## src/sxt_pkg.sv

```systemverilog
// constants, register map and types of the serial transceiver
package sxt_pkg;
    // register byte offsets
    localparam logic [3:0] SXT_OFS_STATUS = 4'h0;
    localparam logic [3:0] SXT_OFS_DATA = 4'h4;
    localparam logic [3:0] SXT_OFS_BAUD = 4'h8;
    localparam logic [3:0] SXT_OFS_CTRL = 4'hC;
    // control register field positions
    localparam int SXT_CTL_TXEN = 0;
    localparam int SXT_CTL_RXEN = 1;
    localparam int SXT_CTL_WLEN9 = 2;
    localparam int SXT_CTL_PAREN = 3;
    localparam int SXT_CTL_PODD = 4;
    localparam int SXT_CTL_STOP2 = 5;
    localparam int SXT_CTL_BRK = 6;
    localparam int SXT_CTL_SYNC_CLOCK_ENABLE = 7;
    localparam int SXT_CTL_CLOCK_POLARITY_SEL = 8;
    localparam int SXT_CTL_CLOCK_PHASE_SEL = 9;
    localparam int SXT_CTL_LAST_BIT_CLOCK_PULSE = 10;
    localparam int SXT_CTL_SMARTCARD_ENABLE = 11;
    localparam int SXT_CTL_HALF_DUPLEX_SELECT = 12;
    localparam int SXT_CTL_INFRARED_ENABLE = 13;
    localparam int SXT_CTL_W = 14;
    // status register field positions
    localparam int SXT_ST_TXE = 0;
    localparam int SXT_ST_TC = 1;
    localparam int SXT_ST_RXNE = 2;
    localparam int SXT_ST_FE = 3;
    localparam int SXT_ST_PE = 4;
    localparam int SXT_ST_ORE = 5;
    // reset values
    localparam logic [15:0] SXT_BAUD_RST = 16'h0000;
    localparam logic [SXT_CTL_W-1:0] SXT_CTL_RST = 14'h0000;
    // oversampling and frame figures
    localparam int SXT_OVS = 16;
    localparam int SXT_IDLE_BITS_8 = 10;
    localparam int SXT_IDLE_BITS_9 = 11;
    localparam logic [3:0] SXT_MID_SAMPLE = 4'h7;
    localparam logic [3:0] SXT_LAST_TICK = 4'hF;
    localparam logic [3:0] SXT_HALF_TICK = 4'h8;

    typedef enum {SXT_TX_IDLE, SXT_TX_PREAMBLE, SXT_TX_START, SXT_TX_DATA,
        SXT_TX_STOP, SXT_TX_BREAK} sxt_tx_state_type;
    typedef enum {SXT_RX_IDLE, SXT_RX_START, SXT_RX_DATA, SXT_RX_STOP} sxt_rx_state_type;
endpackage

```

## src/sxt_top.sv

```systemverilog
// serial transceiver with fractional baud generator and synchronous clock master
// Overview of operation
// - with tx_enable set, shift data out on tx and clock on serial_clock_pin.
// - frame starts with low start bit, data sent lsb first.
// - word length selects 8 or 9 data bits; one or two stop bits.
// - with parity enabled, top data position carries the parity bit.
// - setting tx_enable first sends idle frame of 10 or 11 high bits.
// - break holds line low 10 or 11 bit times, then one stop bit; the code sends one or two stop bits, per stop2.
// - bit rate is clock divided by sixteen times baud_divisor.
// - baud_divisor is integer field plus fraction in sixteenths from baud_rate_reg.
// - generator reaches bit rates up to 3 Mbps.
// - receiver tolerates at least 3 percent combined deviation.
// - synchronous mode is clock master only; serial_clock_pin is output.
// - clock pulses only during data bits, never start, stop or idle.
// - last_bit_clock_pulse decides pulse on final data bit.
// - clock_polarity_sel sets idle level, clock_phase_sel sets data edge.
// - synchronous receive samples rx at own clock edges only; the code samples the last data bit even when no pulse goes out for it.
//
// Our own choices: the Avalon-MM register port and the address map.
`timescale 1ns/1ps
`default_nettype none
module sxt_top
    import sxt_pkg::*;
(
    // clock and reset
    input wire logic CLK_I,
    input wire logic ARST_N_I,
    // avalon-mm slave
    input wire logic [3:0] AVS_ADDRESS_I,
    input wire logic AVS_READ_I,
    input wire logic AVS_WRITE_I,
    input wire logic [31:0] AVS_WRITEDATA_I,
    input wire logic [3:0] AVS_BYTEENABLE_I,
    output logic [31:0] AVS_READDATA_O,
    output logic AVS_WAITREQUEST_O,
    // serial line
    input wire logic RX_I,
    output logic TX_O,
    output logic SCLK_O
);
    logic [15:0] baud_r, baud_nxt;
    logic [SXT_CTL_W-1:0] ctl_r, ctl_nxt;
    logic [8:0] txbuf_r, txbuf_nxt;
    logic txe_r, txe_nxt, tc_r, tc_nxt;
    logic [8:0] rxbuf_r, rxbuf_nxt;
    logic rxne_r, rxne_nxt, fe_r, fe_nxt, pe_r, pe_nxt, ore_r, ore_nxt;
    logic [31:0] rd_r, rd_nxt;
    logic ack_r, ack_nxt;
    logic [15:0] acc_r, acc_nxt;
    logic tick_r, tick_nxt;
    sxt_tx_state_type tst_r, tst_nxt;
    logic [3:0] tph_r, tph_nxt;
    logic [3:0] tbit_r, tbit_nxt;
    logic [8:0] tsh_r, tsh_nxt;
    logic txen_act_r, txen_act_nxt;
    logic tx_r, tx_nxt, sclk_r, sclk_nxt;
    sxt_rx_state_type rst_r, rst_nxt;
    logic [3:0] rph_r, rph_nxt;
    logic [3:0] rbit_r, rbit_nxt;
    logic [8:0] rsh_r, rsh_nxt;
    logic rx_prev_r, rx_prev_nxt;

    logic req, wr, rd, w9, sync;
    logic [3:0] nbits;
    logic [31:0] wmask;
    logic [8:0] txword;
    logic [15:0] ctl_wide;
    logic sclk_pulse, rx_edge;

    assign req = (AVS_READ_I | AVS_WRITE_I) & ~ack_r;
    assign wr = AVS_WRITE_I & ~ack_r;
    assign rd = AVS_READ_I & ~ack_r;
    assign w9 = ctl_r[SXT_CTL_WLEN9];
    assign sync = ctl_r[SXT_CTL_SYNC_CLOCK_ENABLE];
    assign nbits = w9 ? 4'd9 : 4'd8;
    assign wmask = {{8{AVS_BYTEENABLE_I[3]}}, {8{AVS_BYTEENABLE_I[2]}},
        {8{AVS_BYTEENABLE_I[1]}}, {8{AVS_BYTEENABLE_I[0]}}};
    assign ctl_wide = {2'b00, ctl_r};

    // register file and bus slave: one wait cycle, answer on second edge
    always_comb begin
        baud_nxt = baud_r;
        ctl_nxt = ctl_r;
        rd_nxt = rd_r;
        ack_nxt = 1'b0;
        if (req) begin
            ack_nxt = 1'b1;
        end
        if (wr) begin
            case (AVS_ADDRESS_I)
                SXT_OFS_BAUD: begin
                    baud_nxt = (baud_r & ~wmask[15:0]) | (AVS_WRITEDATA_I[15:0] & wmask[15:0]);
                end
                SXT_OFS_CTRL: begin
                    ctl_nxt = (ctl_r & ~wmask[SXT_CTL_W-1:0])
                        | (AVS_WRITEDATA_I[SXT_CTL_W-1:0] & wmask[SXT_CTL_W-1:0]);
                end
                default: begin
                end
            endcase
        end
        if (rd) begin
            case (AVS_ADDRESS_I)
                SXT_OFS_STATUS: rd_nxt = {26'h000_0000, ore_r, pe_r, fe_r, rxne_r, tc_r, txe_r};
                SXT_OFS_DATA: rd_nxt = {23'h00_0000, rxbuf_r};
                SXT_OFS_BAUD: rd_nxt = {16'h0000, baud_r};
                SXT_OFS_CTRL: rd_nxt = {16'h0000, ctl_wide};
                default: rd_nxt = 32'h0000_0000;
            endcase
        end
    end

    // fractional baud tick: accumulator adds 16 sixteenths each clock, a tick at each wrap of baud_divisor
    always_comb begin
        acc_nxt = acc_r + 16'h0010;
        tick_nxt = 1'b0;
        if (baud_r == 16'h0000) begin
            acc_nxt = 16'h0000;
        end else if (acc_nxt >= baud_r) begin
            acc_nxt = acc_nxt - baud_r;
            tick_nxt = 1'b1;
        end
    end

    // transmit word with parity in the top data position
    always_comb begin
        txword = txbuf_r;
        if (ctl_r[SXT_CTL_PAREN]) begin
            if (w9) begin
                txword[8] = ^txbuf_r[7:0] ^ ctl_r[SXT_CTL_PODD];
            end else begin
                txword[7] = ^txbuf_r[6:0] ^ ctl_r[SXT_CTL_PODD];
            end
        end
        if (!w9) begin
            txword[8] = 1'b1;
        end
    end

    // clock pulse window: data bits only, last one per setting
    assign sclk_pulse = sync && tst_r == SXT_TX_DATA
        && (tbit_r != nbits - 4'd1 || ctl_r[SXT_CTL_LAST_BIT_CLOCK_PULSE]);

    // transmitter
    always_comb begin
        tst_nxt = tst_r;
        tph_nxt = tph_r;
        tbit_nxt = tbit_r;
        tsh_nxt = tsh_r;
        txbuf_nxt = txbuf_r;
        txe_nxt = txe_r;
        tc_nxt = tc_r;
        txen_act_nxt = txen_act_r;
        tx_nxt = tx_r;
        sclk_nxt = ctl_r[SXT_CTL_CLOCK_POLARITY_SEL];
        if (wr && AVS_ADDRESS_I == SXT_OFS_DATA && AVS_BYTEENABLE_I[0]) begin
            txbuf_nxt = {AVS_WRITEDATA_I[8] & AVS_BYTEENABLE_I[1], AVS_WRITEDATA_I[7:0]};
            txe_nxt = 1'b0;
            tc_nxt = 1'b0;
        end
        if (rd && AVS_ADDRESS_I == SXT_OFS_STATUS) begin
            tc_nxt = 1'b0;
        end
        if (sclk_pulse) begin
            // first half / second half of the bit gives the two edges
            sclk_nxt = ctl_r[SXT_CTL_CLOCK_POLARITY_SEL] ^ (ctl_r[SXT_CTL_CLOCK_PHASE_SEL] ? (tph_r < SXT_HALF_TICK)
                : (tph_r >= SXT_HALF_TICK));
        end
        if (tick_r) begin
            tph_nxt = tph_r + 4'd1;
            case (tst_r)
                SXT_TX_IDLE: begin
                    tph_nxt = 4'd0;
                    tx_nxt = 1'b1;
                    if (!ctl_r[SXT_CTL_TXEN]) begin
                        txen_act_nxt = 1'b0;
                    end else if (!txen_act_r) begin
                        txen_act_nxt = 1'b1;
                        tbit_nxt = 4'd0;
                        tst_nxt = SXT_TX_PREAMBLE;
                    end else if (ctl_r[SXT_CTL_BRK]) begin
                        tbit_nxt = 4'd0;
                        tx_nxt = 1'b0;
                        tst_nxt = SXT_TX_BREAK;
                    end else if (!txe_r) begin
                        tsh_nxt = txword;
                        txe_nxt = 1'b1;
                        tx_nxt = 1'b0;
                        tst_nxt = SXT_TX_START;
                    end
                end
                SXT_TX_PREAMBLE, SXT_TX_BREAK: begin
                    if (tph_r == SXT_LAST_TICK) begin
                        tbit_nxt = tbit_r + 4'd1;
                        if (tbit_r == (w9 ? 4'(SXT_IDLE_BITS_9 - 1) : 4'(SXT_IDLE_BITS_8 - 1))) begin
                            tbit_nxt = 4'd0;
                            tx_nxt = 1'b1;
                            if (tst_r == SXT_TX_BREAK) begin
                                tst_nxt = SXT_TX_STOP;
                            end else begin
                                tst_nxt = SXT_TX_IDLE;
                            end
                        end
                    end
                end
                SXT_TX_START: begin
                    if (tph_r == SXT_LAST_TICK) begin
                        tbit_nxt = 4'd0;
                        tx_nxt = tsh_r[0];
                        tst_nxt = SXT_TX_DATA;
                    end
                end
                SXT_TX_DATA: begin
                    if (tph_r == SXT_LAST_TICK) begin
                        tsh_nxt = {1'b1, tsh_r[8:1]};
                        tx_nxt = tsh_r[1];
                        tbit_nxt = tbit_r + 4'd1;
                        if (tbit_r == nbits - 4'd1) begin
                            tbit_nxt = 4'd0;
                            tx_nxt = 1'b1;
                            tst_nxt = SXT_TX_STOP;
                        end
                    end
                end
                SXT_TX_STOP: begin
                    if (tph_r == SXT_LAST_TICK) begin
                        tbit_nxt = tbit_r + 4'd1;
                        if (tbit_r == {3'b000, ctl_r[SXT_CTL_STOP2]}) begin
                            tbit_nxt = 4'd0;
                            tc_nxt = txe_r;
                            tst_nxt = SXT_TX_IDLE;
                        end
                    end
                end
                default: tst_nxt = SXT_TX_IDLE;
            endcase
        end
    end

    // receiver: async uses x16 oversampling, sync samples at own clock edge
    assign rx_edge = rx_prev_r & ~RX_I;
    always_comb begin
        rst_nxt = rst_r;
        rph_nxt = rph_r;
        rbit_nxt = rbit_r;
        rsh_nxt = rsh_r;
        rxbuf_nxt = rxbuf_r;
        rxne_nxt = rxne_r;
        fe_nxt = fe_r;
        pe_nxt = pe_r;
        ore_nxt = ore_r;
        rx_prev_nxt = rx_prev_r;
        if (rd && AVS_ADDRESS_I == SXT_OFS_DATA) begin
            rxne_nxt = 1'b0;
            fe_nxt = 1'b0;
            pe_nxt = 1'b0;
            ore_nxt = 1'b0;
        end
        if (!ctl_r[SXT_CTL_RXEN]) begin
            rst_nxt = SXT_RX_IDLE;
        end else if (sync) begin
            // sample on the data-valid clock edge, mid bit
            if (tick_r && tst_r == SXT_TX_DATA && tph_r == SXT_MID_SAMPLE) begin
                rsh_nxt = {RX_I, rsh_r[8:1]};
                if (tbit_r == nbits - 4'd1) begin
                    rxbuf_nxt = w9 ? {RX_I, rsh_r[8:1]} : {1'b0, RX_I, rsh_r[8:2]};
                    ore_nxt = rxne_r | ore_r;
                    rxne_nxt = 1'b1;
                end
            end
        end else if (tick_r) begin
            rx_prev_nxt = RX_I;
            rph_nxt = rph_r + 4'd1;
            case (rst_r)
                SXT_RX_IDLE: begin
                    if (rx_edge) begin
                        rph_nxt = 4'd0;
                        rst_nxt = SXT_RX_START;
                    end
                end
                SXT_RX_START: begin
                    if (rph_r == SXT_MID_SAMPLE) begin
                        // glitch rejected at mid start bit for deviation margin
                        rst_nxt = RX_I ? SXT_RX_IDLE : SXT_RX_DATA;
                        rph_nxt = 4'd0;
                        rbit_nxt = 4'd0;
                    end
                end
                SXT_RX_DATA: begin
                    if (rph_r == SXT_LAST_TICK) begin
                        rsh_nxt = w9 ? {RX_I, rsh_r[8:1]} : {1'b0, RX_I, rsh_r[7:1]};
                        rbit_nxt = rbit_r + 4'd1;
                        if (rbit_r == nbits - 4'd1) begin
                            rst_nxt = SXT_RX_STOP;
                        end
                    end
                end
                SXT_RX_STOP: begin
                    if (rph_r == SXT_LAST_TICK) begin
                        rxbuf_nxt = rsh_r;
                        fe_nxt = ~RX_I | fe_r;
                        pe_nxt = pe_r | (ctl_r[SXT_CTL_PAREN]
                            & ((^rsh_r) ^ ctl_r[SXT_CTL_PODD]));
                        ore_nxt = rxne_r | ore_r;
                        rxne_nxt = 1'b1;
                        rst_nxt = SXT_RX_IDLE;
                    end
                end
                default: rst_nxt = SXT_RX_IDLE;
            endcase
        end
    end

    always_ff @(posedge CLK_I or negedge ARST_N_I) begin
        if (!ARST_N_I) begin
            baud_r <= SXT_BAUD_RST;
            ctl_r <= SXT_CTL_RST;
            txbuf_r <= 9'h000;
            txe_r <= 1'b1;
            tc_r <= 1'b1;
            rxbuf_r <= 9'h000;
            rxne_r <= 1'b0;
            fe_r <= 1'b0;
            pe_r <= 1'b0;
            ore_r <= 1'b0;
            rd_r <= 32'h0000_0000;
            ack_r <= 1'b0;
            acc_r <= 16'h0000;
            tick_r <= 1'b0;
            tst_r <= SXT_TX_IDLE;
            tph_r <= 4'h0;
            tbit_r <= 4'h0;
            tsh_r <= 9'h1FF;
            txen_act_r <= 1'b0;
            tx_r <= 1'b1;
            sclk_r <= 1'b0;
            rst_r <= SXT_RX_IDLE;
            rph_r <= 4'h0;
            rbit_r <= 4'h0;
            rsh_r <= 9'h000;
            rx_prev_r <= 1'b1;
        end else begin
            baud_r <= baud_nxt;
            ctl_r <= ctl_nxt;
            txbuf_r <= txbuf_nxt;
            txe_r <= txe_nxt;
            tc_r <= tc_nxt;
            rxbuf_r <= rxbuf_nxt;
            rxne_r <= rxne_nxt;
            fe_r <= fe_nxt;
            pe_r <= pe_nxt;
            ore_r <= ore_nxt;
            rd_r <= rd_nxt;
            ack_r <= ack_nxt;
            acc_r <= acc_nxt;
            tick_r <= tick_nxt;
            tst_r <= tst_nxt;
            tph_r <= tph_nxt;
            tbit_r <= tbit_nxt;
            tsh_r <= tsh_nxt;
            txen_act_r <= txen_act_nxt;
            tx_r <= tx_nxt;
            sclk_r <= sclk_nxt;
            rst_r <= rst_nxt;
            rph_r <= rph_nxt;
            rbit_r <= rbit_nxt;
            rsh_r <= rsh_nxt;
            rx_prev_r <= rx_prev_nxt;
        end
    end

    assign AVS_READDATA_O = rd_r;
    assign AVS_WAITREQUEST_O = ~ack_r;
    assign TX_O = tx_r;
    assign SCLK_O = sclk_r;
endmodule
`default_nettype wire
```

## config.mk

```make
export PLATFORM = sky130hd
export DESIGN_NAME = sxt_top
export DESIGN_NICKNAME = d
export VERILOG_FILES = /design/src/sxt_pkg.sv /design/src/sxt_top.sv
export SDC_FILE = /design/constraint.sdc
export NUM_CORES = 1
export LEC_CHECK = 0
export ABC_AREA = 0
export BUFFER_PORTS_ARGS = -buffer_cell sky130_fd_sc_hd__clkbuf_2
export CORE_MARGIN = 4
export CORE_UTILIZATION = 35
export DETAILED_ROUTE_END_ITERATION = 7
export PLACE_DENSITY = 0.52
export SLEW_MARGIN = 20
export SYNTH_ARGS = -nofsm -noshare
export SYNTH_HDL_FRONTEND = slang
export SYNTH_SLANG_ARGS = --single-unit
export TNS_END_PERCENT = 30
```

## constraint.sdc

```tcl
create_clock -name CLK_I -period 7.7 [get_ports CLK_I]
set_input_delay 0 -clock CLK_I [delete_from_list [all_inputs] [get_ports CLK_I]]
set_output_delay 0 -clock CLK_I [all_outputs]
set_load 0.01 [all_outputs]
```

==> flow_metrics.env, run 1 <==
export IMPL_outcome="completed"
export IMPL_floorplan_core_area_um2=21020
export IMPL_rows=53
export IMPL_grt_pass1_vias=5795
export IMPL_drive_above_1_share=0.1688
export IMPL_cp_required_ns=8.01
export IMPL_multi_input_area_um2=3859
export IMPL_detailed_route_wire_length_um=19220
export IMPL_detailedRoute_firstIterationViolations=284
export IMPL_antenna_violations_before_repair=0
export IMPL_clkSlewWorstSetupHoldPaths_ns=0.06
export IMPL_worstSetupPathDepth=11
export IMPL_design_power_total_mw=1.952
export IMPL_tns_ns=0
export IMPL_final_cell_count_no_fill=1134
export IMPL_synth_top_area_frac=0.3943
export IMPL_synth_async_reset_ratio=1.000
export IMPL_post_route_drc_count=0
export IMPL_htree_levels=4
export IMPL_finish_instance_area_um2=8672
export IMPL_post_place_cells=1080
export IMPL_setup_viol=0
export IMPL_worst_clock_skew_ns=0.01123
export IMPL_clock_latency_ns=0.41
export IMPL_synth_yosys_seq_area_share=0.4399
export IMPL_grt_start_max_net_pins=86
export IMPL_synthTopCellsByArea="sky130_fd_sc_hd__dfrtp_1 (39%), sky130_fd_sc_hd__mux2_2 (6.0%), sky130_fd_sc_hd__o21ai_0 (5.1%)"
export IMPL_synthDistinctLibCells=70
export IMPL_critPathKind="reg2reg"
export IMPL_path_delay_family="compound AO/OA/AOI/OAI gates"
export IMPL_max_rail_drop_vdd_v=0.0001333
export IMPL_synth_warnings=0
export IMPL_ios=80
export IMPL_final_period_utilization=0.4882
export IMPL_max_cap_violations=0
export IMPL_crit_top_cell="sky130_fd_sc_hd__nand2_1"
export IMPL_antenna_violation_net_count_after_detailed_routing=0
export IMPL_area_added_between_synthesis_and_finish_pct=15.81
export IMPL_overflow=0
export IMPL_grt_first_pass_wirelength_um=31590
export IMPL_design_die_area_um2=23800
export IMPL_wl_per_cell_um=16.94
export IMPL_root_buffer="sky130_fd_sc_hd__clkbuf_16"
export IMPL_worst_path_max_fanout=25
export IMPL_number_of_enable_type_register_cells_in_the_synthesized_netlist=0
export IMPL_crit_path_cell_trace="and3_1 -> and4_1 -> nand2_1 -> xnor2_1 -> ha_1 -> nand4_2 -> or2_1 -> a311o_1 -> a41oi_4 -> nand2_1 -> o22ai_1"
export IMPL_cp_slowest_cell="sky130_fd_sc_hd__a41oi_4"
export IMPL_layout_setup_ws_ns=3.941
export IMPL_worst_slew_pin_slew_ns=0.9929
export IMPL_chipHeight_um=154.3
export IMPL_slew_headroom=0.3359
export IMPL_fillCellCount=2091
export IMPL_gr_usage_all_layers=0.1654
export IMPL_leading_register_cell_type_out_of_synthesis="sky130_fd_sc_hd__dfrtp_1"
export IMPL_synth_area_per_cell_um2=9.503
export IMPL_syn_instance_count=788
export IMPL_start_util=0.3562
export IMPL_cts_sink_count=131
export IMPL_grt_setup_unrepaired="no"
export IMPL_power_density_nw_per_um2=225.1
export IMPL_route_vias_total=5853
export IMPL_critPathArrivalTime_ns=4.07
export IMPL_place_detailed_hpwl_um=13500
export IMPL_startpoint_type="flop"
export IMPL_timing_final_crit_period_ns=3.759
export IMPL_die_w_um=154.3
export IMPL_hold_path_cell_count=4
export IMPL_post_cts_buffers=0
export IMPL_seqCellArea_um2=3294
export IMPL_cts_root_to_sink_buffers=2
export IMPL_worstSetupEndpointType="flop"
export IMPL_min_delay_path_class="in2reg"
export IMPL_r2r_cells=11
export IMPL_diodes=0
export IMPL_cts_made_buffers=17
export IMPL_gp_congestion=0.8338
export IMPL_post_dp_cell_area_um2=7905
export IMPL_detail_route_first_pass_iterations=5
export IMPL_total_leakage_power_nw=3.842
export IMPL_yosys_register_bits=131
export IMPL_hold_violations=0
export IMPL_placement_io_buffers=45
export IMPL_routed_via_density=5.161
export IMPL_fin_nets=914
export IMPL_dpl_worst_slack_ns=3.911
export IMPL_cts_tree="yes"
export IMPL_cpPeakStageDelay_ns=0.78
export IMPL_crit_buf_inv=0
export IMPL_max_clock_freq_mhz=266.0
export IMPL_mappedNetlistArea_um2=7488
export IMPL_yosys_top_cell_by_area="sky130_fd_sc_hd__dfrtp_1"
export IMPL_timing_max_transition_violations_final=0
stage by stage:
stage	hold WS, ns	util
finish	0.1338	0.4125
global placement	0.1268	0.3760
global route	0.1648	0.4125
detailed placement	0.1269	0.3760
CTS	0.1252	0.4125
floorplan	-0.2956	-
repair_timing:
| action | in CTS | in global routing |
|---|---|---|
| endpoints found under the hold margin | 116 | 0 |
| hold buffers | 22 | 0 |
| resized for setup | 0 | 0 |
report_power, final:
| part | switching (mW) | leakage (nW) | total [mW] | internal [mW] |
|---|---|---|---|---|
| Sequential | 0.0702 | 1.66 | 0.819 | 0.749 |
| Combinational | 0.206 | 1.91 | 0.370 | 0.164 |
| Clock | 0.293 | 0.269 | 0.762 | 0.469 |
tightest hold or removal path, cell delays in order:
cell and delay, ns:
sky130_fd_sc_hd__clkbuf_2 0.12, sky130_fd_sc_hd__nor3_1 0.07, sky130_fd_sc_hd__buf_4 0.17, sky130_fd_sc_hd__o21ai_0 0.14
synthesized netlist by cell type, drive strengths merged, types with 7 or more instances:
master	instances
o22ai	7
mux2i	24
a22o	7
nor3	13
a21oi	37
dfrtp	118
buf	23
mux2	40
inv	35
dfstp	13
xor2	8
nor2b	8
nand2b	8
nor2	52
nand3	32
ha	22
clkbuf	26
a211oi	10
nand4	7
o21ai	78
nand2	93
and3	12
xnor2	35
path summary, 6_finish.rpt:
kind                                                startpoint                              to  slack, ns
worst max-delay path                        acc_r[6]$_DFF_PN0_              acc_r[6]$_DFF_PN0_       3.94
worst min-delay path                          AVS_ADDRESS_I[2]                            flop       0.13
worst max register to register              acc_r[6]$_DFF_PN0_              acc_r[6]$_DFF_PN0_       3.94
worst min register to register  AVS_READDATA_O[15]$_DFFE_PN0P_  AVS_READDATA_O[15]$_DFFE_PN0P_       0.47
max in group asynchronous                             ARST_N_I      asynchronous set/reset pin       6.32
min in group asynchronous                             ARST_N_I            rph_r[3]$_DFFE_PN0P_       0.22
routing by layer:
| layer | vias up | global-route usage | share of wire |
|---|---|---|---|
| met1 | 2847 | 0.2293 | 0.47 |
| met2 | 89 | 0.2698 | 0.48 |
| met4 | 0 | 0.03995 | 0.0086 |
| met3 | 22 | 0.02994 | 0.034 |
| li1 | 2895 | - | - |
| met5 | - | 0 | 0 |
cells by family (layout without fill, tap and decap cells):
logic type | after synthesis | count (layout) | synth area share
other | 1 | 16 | 0.0005008
XOR/XNOR | 43 | 43 | 0.05029
buffers and inverters | 84 | 140 | 0.05313
flip-flops | 131 | 131 | 0.4399
adder cells (fa/ha/maj) | 23 | 23 | 0.03943
AO/OA/AOI/OAI | 188 | 188 | 0.1614
multiplexers | 64 | 64 | 0.09223
AND/OR/NAND/NOR | 254 | 254 | 0.1631
layout by cell type, fill, tap and decap left out, types with 16 or more instances in the layout:
master,netlist,layout
sky130_fd_sc_hd__a21oi_1,37,37
sky130_fd_sc_hd__clkbuf_16,0,17
sky130_fd_sc_hd__clkbuf_2,0,44
sky130_fd_sc_hd__conb_1,1,16
sky130_fd_sc_hd__dfrtp_1,118,118
sky130_fd_sc_hd__dlygate4sd3_1,0,22
sky130_fd_sc_hd__ha_1,22,22
sky130_fd_sc_hd__inv_1,35,35
sky130_fd_sc_hd__mux2_2,40,40
sky130_fd_sc_hd__mux2i_1,24,24
sky130_fd_sc_hd__nand2_1,93,93
sky130_fd_sc_hd__nand3_1,31,31
sky130_fd_sc_hd__nor2_1,48,48
sky130_fd_sc_hd__o21ai_0,77,77
sky130_fd_sc_hd__xnor2_1,35,35
layout make-up:
class | count | share of cell area
Tap cell | 275 | 0.03968
Multi-Input combinational cell | 588 | 0.4450
Inverter | 35 | 0.01515
Timing Repair Buffer | 73 | 0.05728
Sequential cell | 131 | 0.3799
Clock inverter | 5 | 0.006204
Clock buffer | 27 | 0.05685
No activity file was read; power rests on OpenSTA's default activity.
==> run 2, diff against run 1 <==
--- a/config.mk
+++ b/config.mk
@@ -10,7 +10,7 @@
 export CORE_MARGIN = 4
 export CORE_UTILIZATION = 35
 export DETAILED_ROUTE_END_ITERATION = 7
-export PLACE_DENSITY = 0.52
+export PLACE_DENSITY = 0.54
 export SLEW_MARGIN = 20
 export SYNTH_ARGS = -nofsm -noshare
 export SYNTH_HDL_FRONTEND = slang
==> constraint.sdc (replaced) <==
create_clock -name CLK_I -period 3 [get_ports CLK_I]
set_input_delay 0 -clock CLK_I [delete_from_list [all_inputs] [get_ports CLK_I]]
set_output_delay 0 -clock CLK_I [all_outputs]
set_load 0.01 [all_outputs]
==> run 2 against run 1 <==
- fmax rose by 27%
- sequential cell count did not move
- clock-buffer cell count fell by 8
- clock power rose to 2.7 times the previous value
- die area did not move
- clock skew fell by 0.0015 ns
- final area rose by 5.5%
- utilization rose by 2.2 points
- register-to-register slack got worse by 3.9 ns
- critical endpoint is now acc_r[4]$_DFF_PN0_
- largest cell class unchanged
- highest routed layer unchanged
==> flow_metrics.env, run 2 (synthesis results as in run 1) <==
export IMPL_cts_made_buffers=17
export IMPL_placement_io_buffers=45
export IMPL_design_die_area_um2=23800
export IMPL_max_rail_drop_vdd_v=0.0004795
export IMPL_antenna_violation_net_count_after_detailed_routing=0
export IMPL_cts_tree="yes"
export IMPL_grt_pass1_vias=5745
export IMPL_floorplan_core_area_um2=21020
export IMPL_worst_path_max_fanout=6
export IMPL_critical_path_reg2reg_endpoint="acc_r[4]$_DFF_PN0_"
export IMPL_gp_congestion=0.8119
export IMPL_dpl_worst_slack_ns=0.08635
export IMPL_detailed_route_wire_length_um=19210
export IMPL_final_period_utilization=0.9900
export IMPL_crit_path_cell_trace="and3_4 -> and4_4 -> nand2_4 -> xnor2_2 -> ha_1 -> nand4_2 -> or2_4 -> a311o_1 -> a41oi_4 -> buf_12 -> buf_12 -> mux2i_1 -> nor2_1"
export IMPL_crit_buf_inv=2
export IMPL_route_vias_total=5923
export IMPL_cp_slowest_cell="sky130_fd_sc_hd__dfrtp_1"
export IMPL_max_cap_violations=0
export IMPL_cts_root_to_sink_buffers=2
export IMPL_slew_headroom=0.5164
export IMPL_critPathArrivalTime_ns=3.28
export IMPL_timing_max_transition_violations_final=0
export IMPL_cp_required_ns=3.31
export IMPL_r2r_cells=13
export IMPL_total_leakage_power_nw=4.078
export IMPL_finalCoreUtilization=0.4350
export IMPL_grt_start_max_net_pins=67
export IMPL_start_util=0.3562
export IMPL_rows=53
export IMPL_routed_via_density=5.058
export IMPL_startpoint_type="flop"
export IMPL_reg2reg_setup_slack_ns=0.03
export IMPL_post_route_drc_count=0
export IMPL_worstSetupEndpointType="flop"
export IMPL_worst_clock_skew_ns=0.009739
export IMPL_hold_violations=0
export IMPL_setup_viol=0
export IMPL_place_detailed_hpwl_um=13940
export IMPL_detail_route_first_pass_iterations=4
export IMPL_overflow=0
export IMPL_power_density_nw_per_um2=574.6
export IMPL_root_buffer="sky130_fd_sc_hd__clkbuf_16"
export IMPL_antenna_violations_before_repair=0
export IMPL_clock_latency_ns=0.42
export IMPL_cts_sink_count=131
export IMPL_ios=80
export IMPL_layout_setup_ws_ns=0.02995
export IMPL_max_clock_freq_mhz=336.7
export IMPL_worst_slew_pin_slew_ns=0.7237
export IMPL_crit_top_cell="sky130_fd_sc_hd__buf_12"
export IMPL_htree_levels=4
export IMPL_chipHeight_um=154.3
export IMPL_min_delay_path_class="in2async"
export IMPL_regToRegStartpoint="acc_r[7]$_DFF_PN0_"
export IMPL_clkSlewWorstSetupHoldPaths_ns=0.06
export IMPL_grt_setup_unrepaired="yes"
export IMPL_final_common_cell="sky130_fd_sc_hd__dfrtp_1"
export IMPL_final_cell_mix="sky130_fd_sc_hd__dfrtp_1 (118), sky130_fd_sc_hd__nand2_1 (91), sky130_fd_sc_hd__o21ai_0 (77), sky130_fd_sc_hd__nor2_1 (48), sky130_fd_sc_hd__clkbuf_2 (44)"
export IMPL_timing_final_crit_period_ns=2.970
export IMPL_critPathKind="reg2reg"
export IMPL_path_delay_family="simple AND/OR/NAND/NOR gates"
export IMPL_cpPeakStageDelay_ns=0.38
export IMPL_gr_usage_all_layers=0.1639
export IMPL_detailedRoute_firstIterationViolations=313
export IMPL_area_added_between_synthesis_and_finish_pct=22.12
export IMPL_grt_first_pass_wirelength_um=31180
export IMPL_fin_nets=951
export IMPL_drive_above_1_share=0.2288
export IMPL_die_w_um=154.3
export IMPL_outcome="completed"
export IMPL_wl_per_cell_um=16.41
export IMPL_diodes=0
[run 2: cell count changes in the layout (fill, tap and decap cells not counted), sizes merged]
cell,delta
inv,+4
clkbuf,-7
buf,+36
clkinvlp,+4
bufinv,+1
clkinv,-1
[run 2: area by class of cell]
| cell class | instances | area (um2) |
|---|---|---|
| Fill cell | 2057 | 11880 |
| Multi-Input combinational cell | 588 | 3960 |
| Sequential cell | 131 | 3294 |
| Timing Repair Buffer | 110 | 820.8 |
| Clock buffer | 19 | 442.9 |
| Tap cell | 275 | 344.1 |
| Clock inverter | 13 | 151.4 |
| Inverter | 35 | 131.4 |
[run 2: worst max path at each step]
stage	slack, ns	depth (start not counted)	to	start
finish	0.03	13	acc_r[4]$_DFF_PN0_	acc_r[7]$_DFF_PN0_
global placement	0.11	12	acc_r[11]$_DFF_PN0_	acc_r[7]$_DFF_PN0_
CTS	0.05	12	acc_r[11]$_DFF_PN0_	acc_r[7]$_DFF_PN0_
global route	-0.09	13	acc_r[7]$_DFF_PN0_	acc_r[7]$_DFF_PN0_
detailed placement	0.09	12	acc_r[11]$_DFF_PN0_	acc_r[7]$_DFF_PN0_
floorplan	0.15	11	acc_r[8]$_DFF_PN0_	acc_r[4]$_DFF_PN0_
[run 2: worst reg2reg max path: stages (launching register included)]
cell,delay (ns)
sky130_fd_sc_hd__dfrtp_1,0.38
sky130_fd_sc_hd__and3_4,0.21
sky130_fd_sc_hd__and4_4,0.25
sky130_fd_sc_hd__nand2_4,0.06
sky130_fd_sc_hd__xnor2_2,0.16
sky130_fd_sc_hd__ha_1,0.34
sky130_fd_sc_hd__nand4_2,0.10
sky130_fd_sc_hd__or2_4,0.25
sky130_fd_sc_hd__a311o_1,0.36
sky130_fd_sc_hd__a41oi_4,0.25
sky130_fd_sc_hd__buf_12,0.15
sky130_fd_sc_hd__buf_12,0.12
sky130_fd_sc_hd__mux2i_1,0.18
sky130_fd_sc_hd__nor2_1,0.05
[run 2: layer usage]
metal | vias to the layer above | share of wire | track usage
met5 | - | 0 | 0
met4 | 0 | 0.012 | 0.04836
met3 | 15 | 0.025 | 0.03274
met2 | 67 | 0.49 | 0.2598
met1 | 2867 | 0.48 | 0.2280
li1 | 2974 | - | -
[run 2: report_power, final]
part           internal [mW]  switching [mW]  total (mW)  leakage [nW]
registers               1.92           0.151        2.07          1.66
logic                  0.494           0.610        1.10          2.14
clock network           1.26           0.819        2.08         0.277
total                   3.67            1.58        5.26          4.08
[run 2: repair_timing]
item,CTS,global route
hold buffers,22,0
gates resized for setup,0,20
setup endpoints to repair,0,15
buffers inserted,0,6
endpoints found under the hold margin,106,0
[run 2: through the flow]
stage                     power [mW]  setup TNS (ns)  instance area [um2]  cells  hold slack, ns
after floorplan                2.794               0                 7545    803         -0.2956
after global placement         3.142               0                 8143   1110         0.04417
after detailed placement       3.147               0                 8143   1110         0.04387
after CTS                      5.269               0                 8957   1164          0.1129
after global routing           5.538         -0.8740                 9145   1171          0.1469
final                          5.255               0                 9145   1171          0.1297
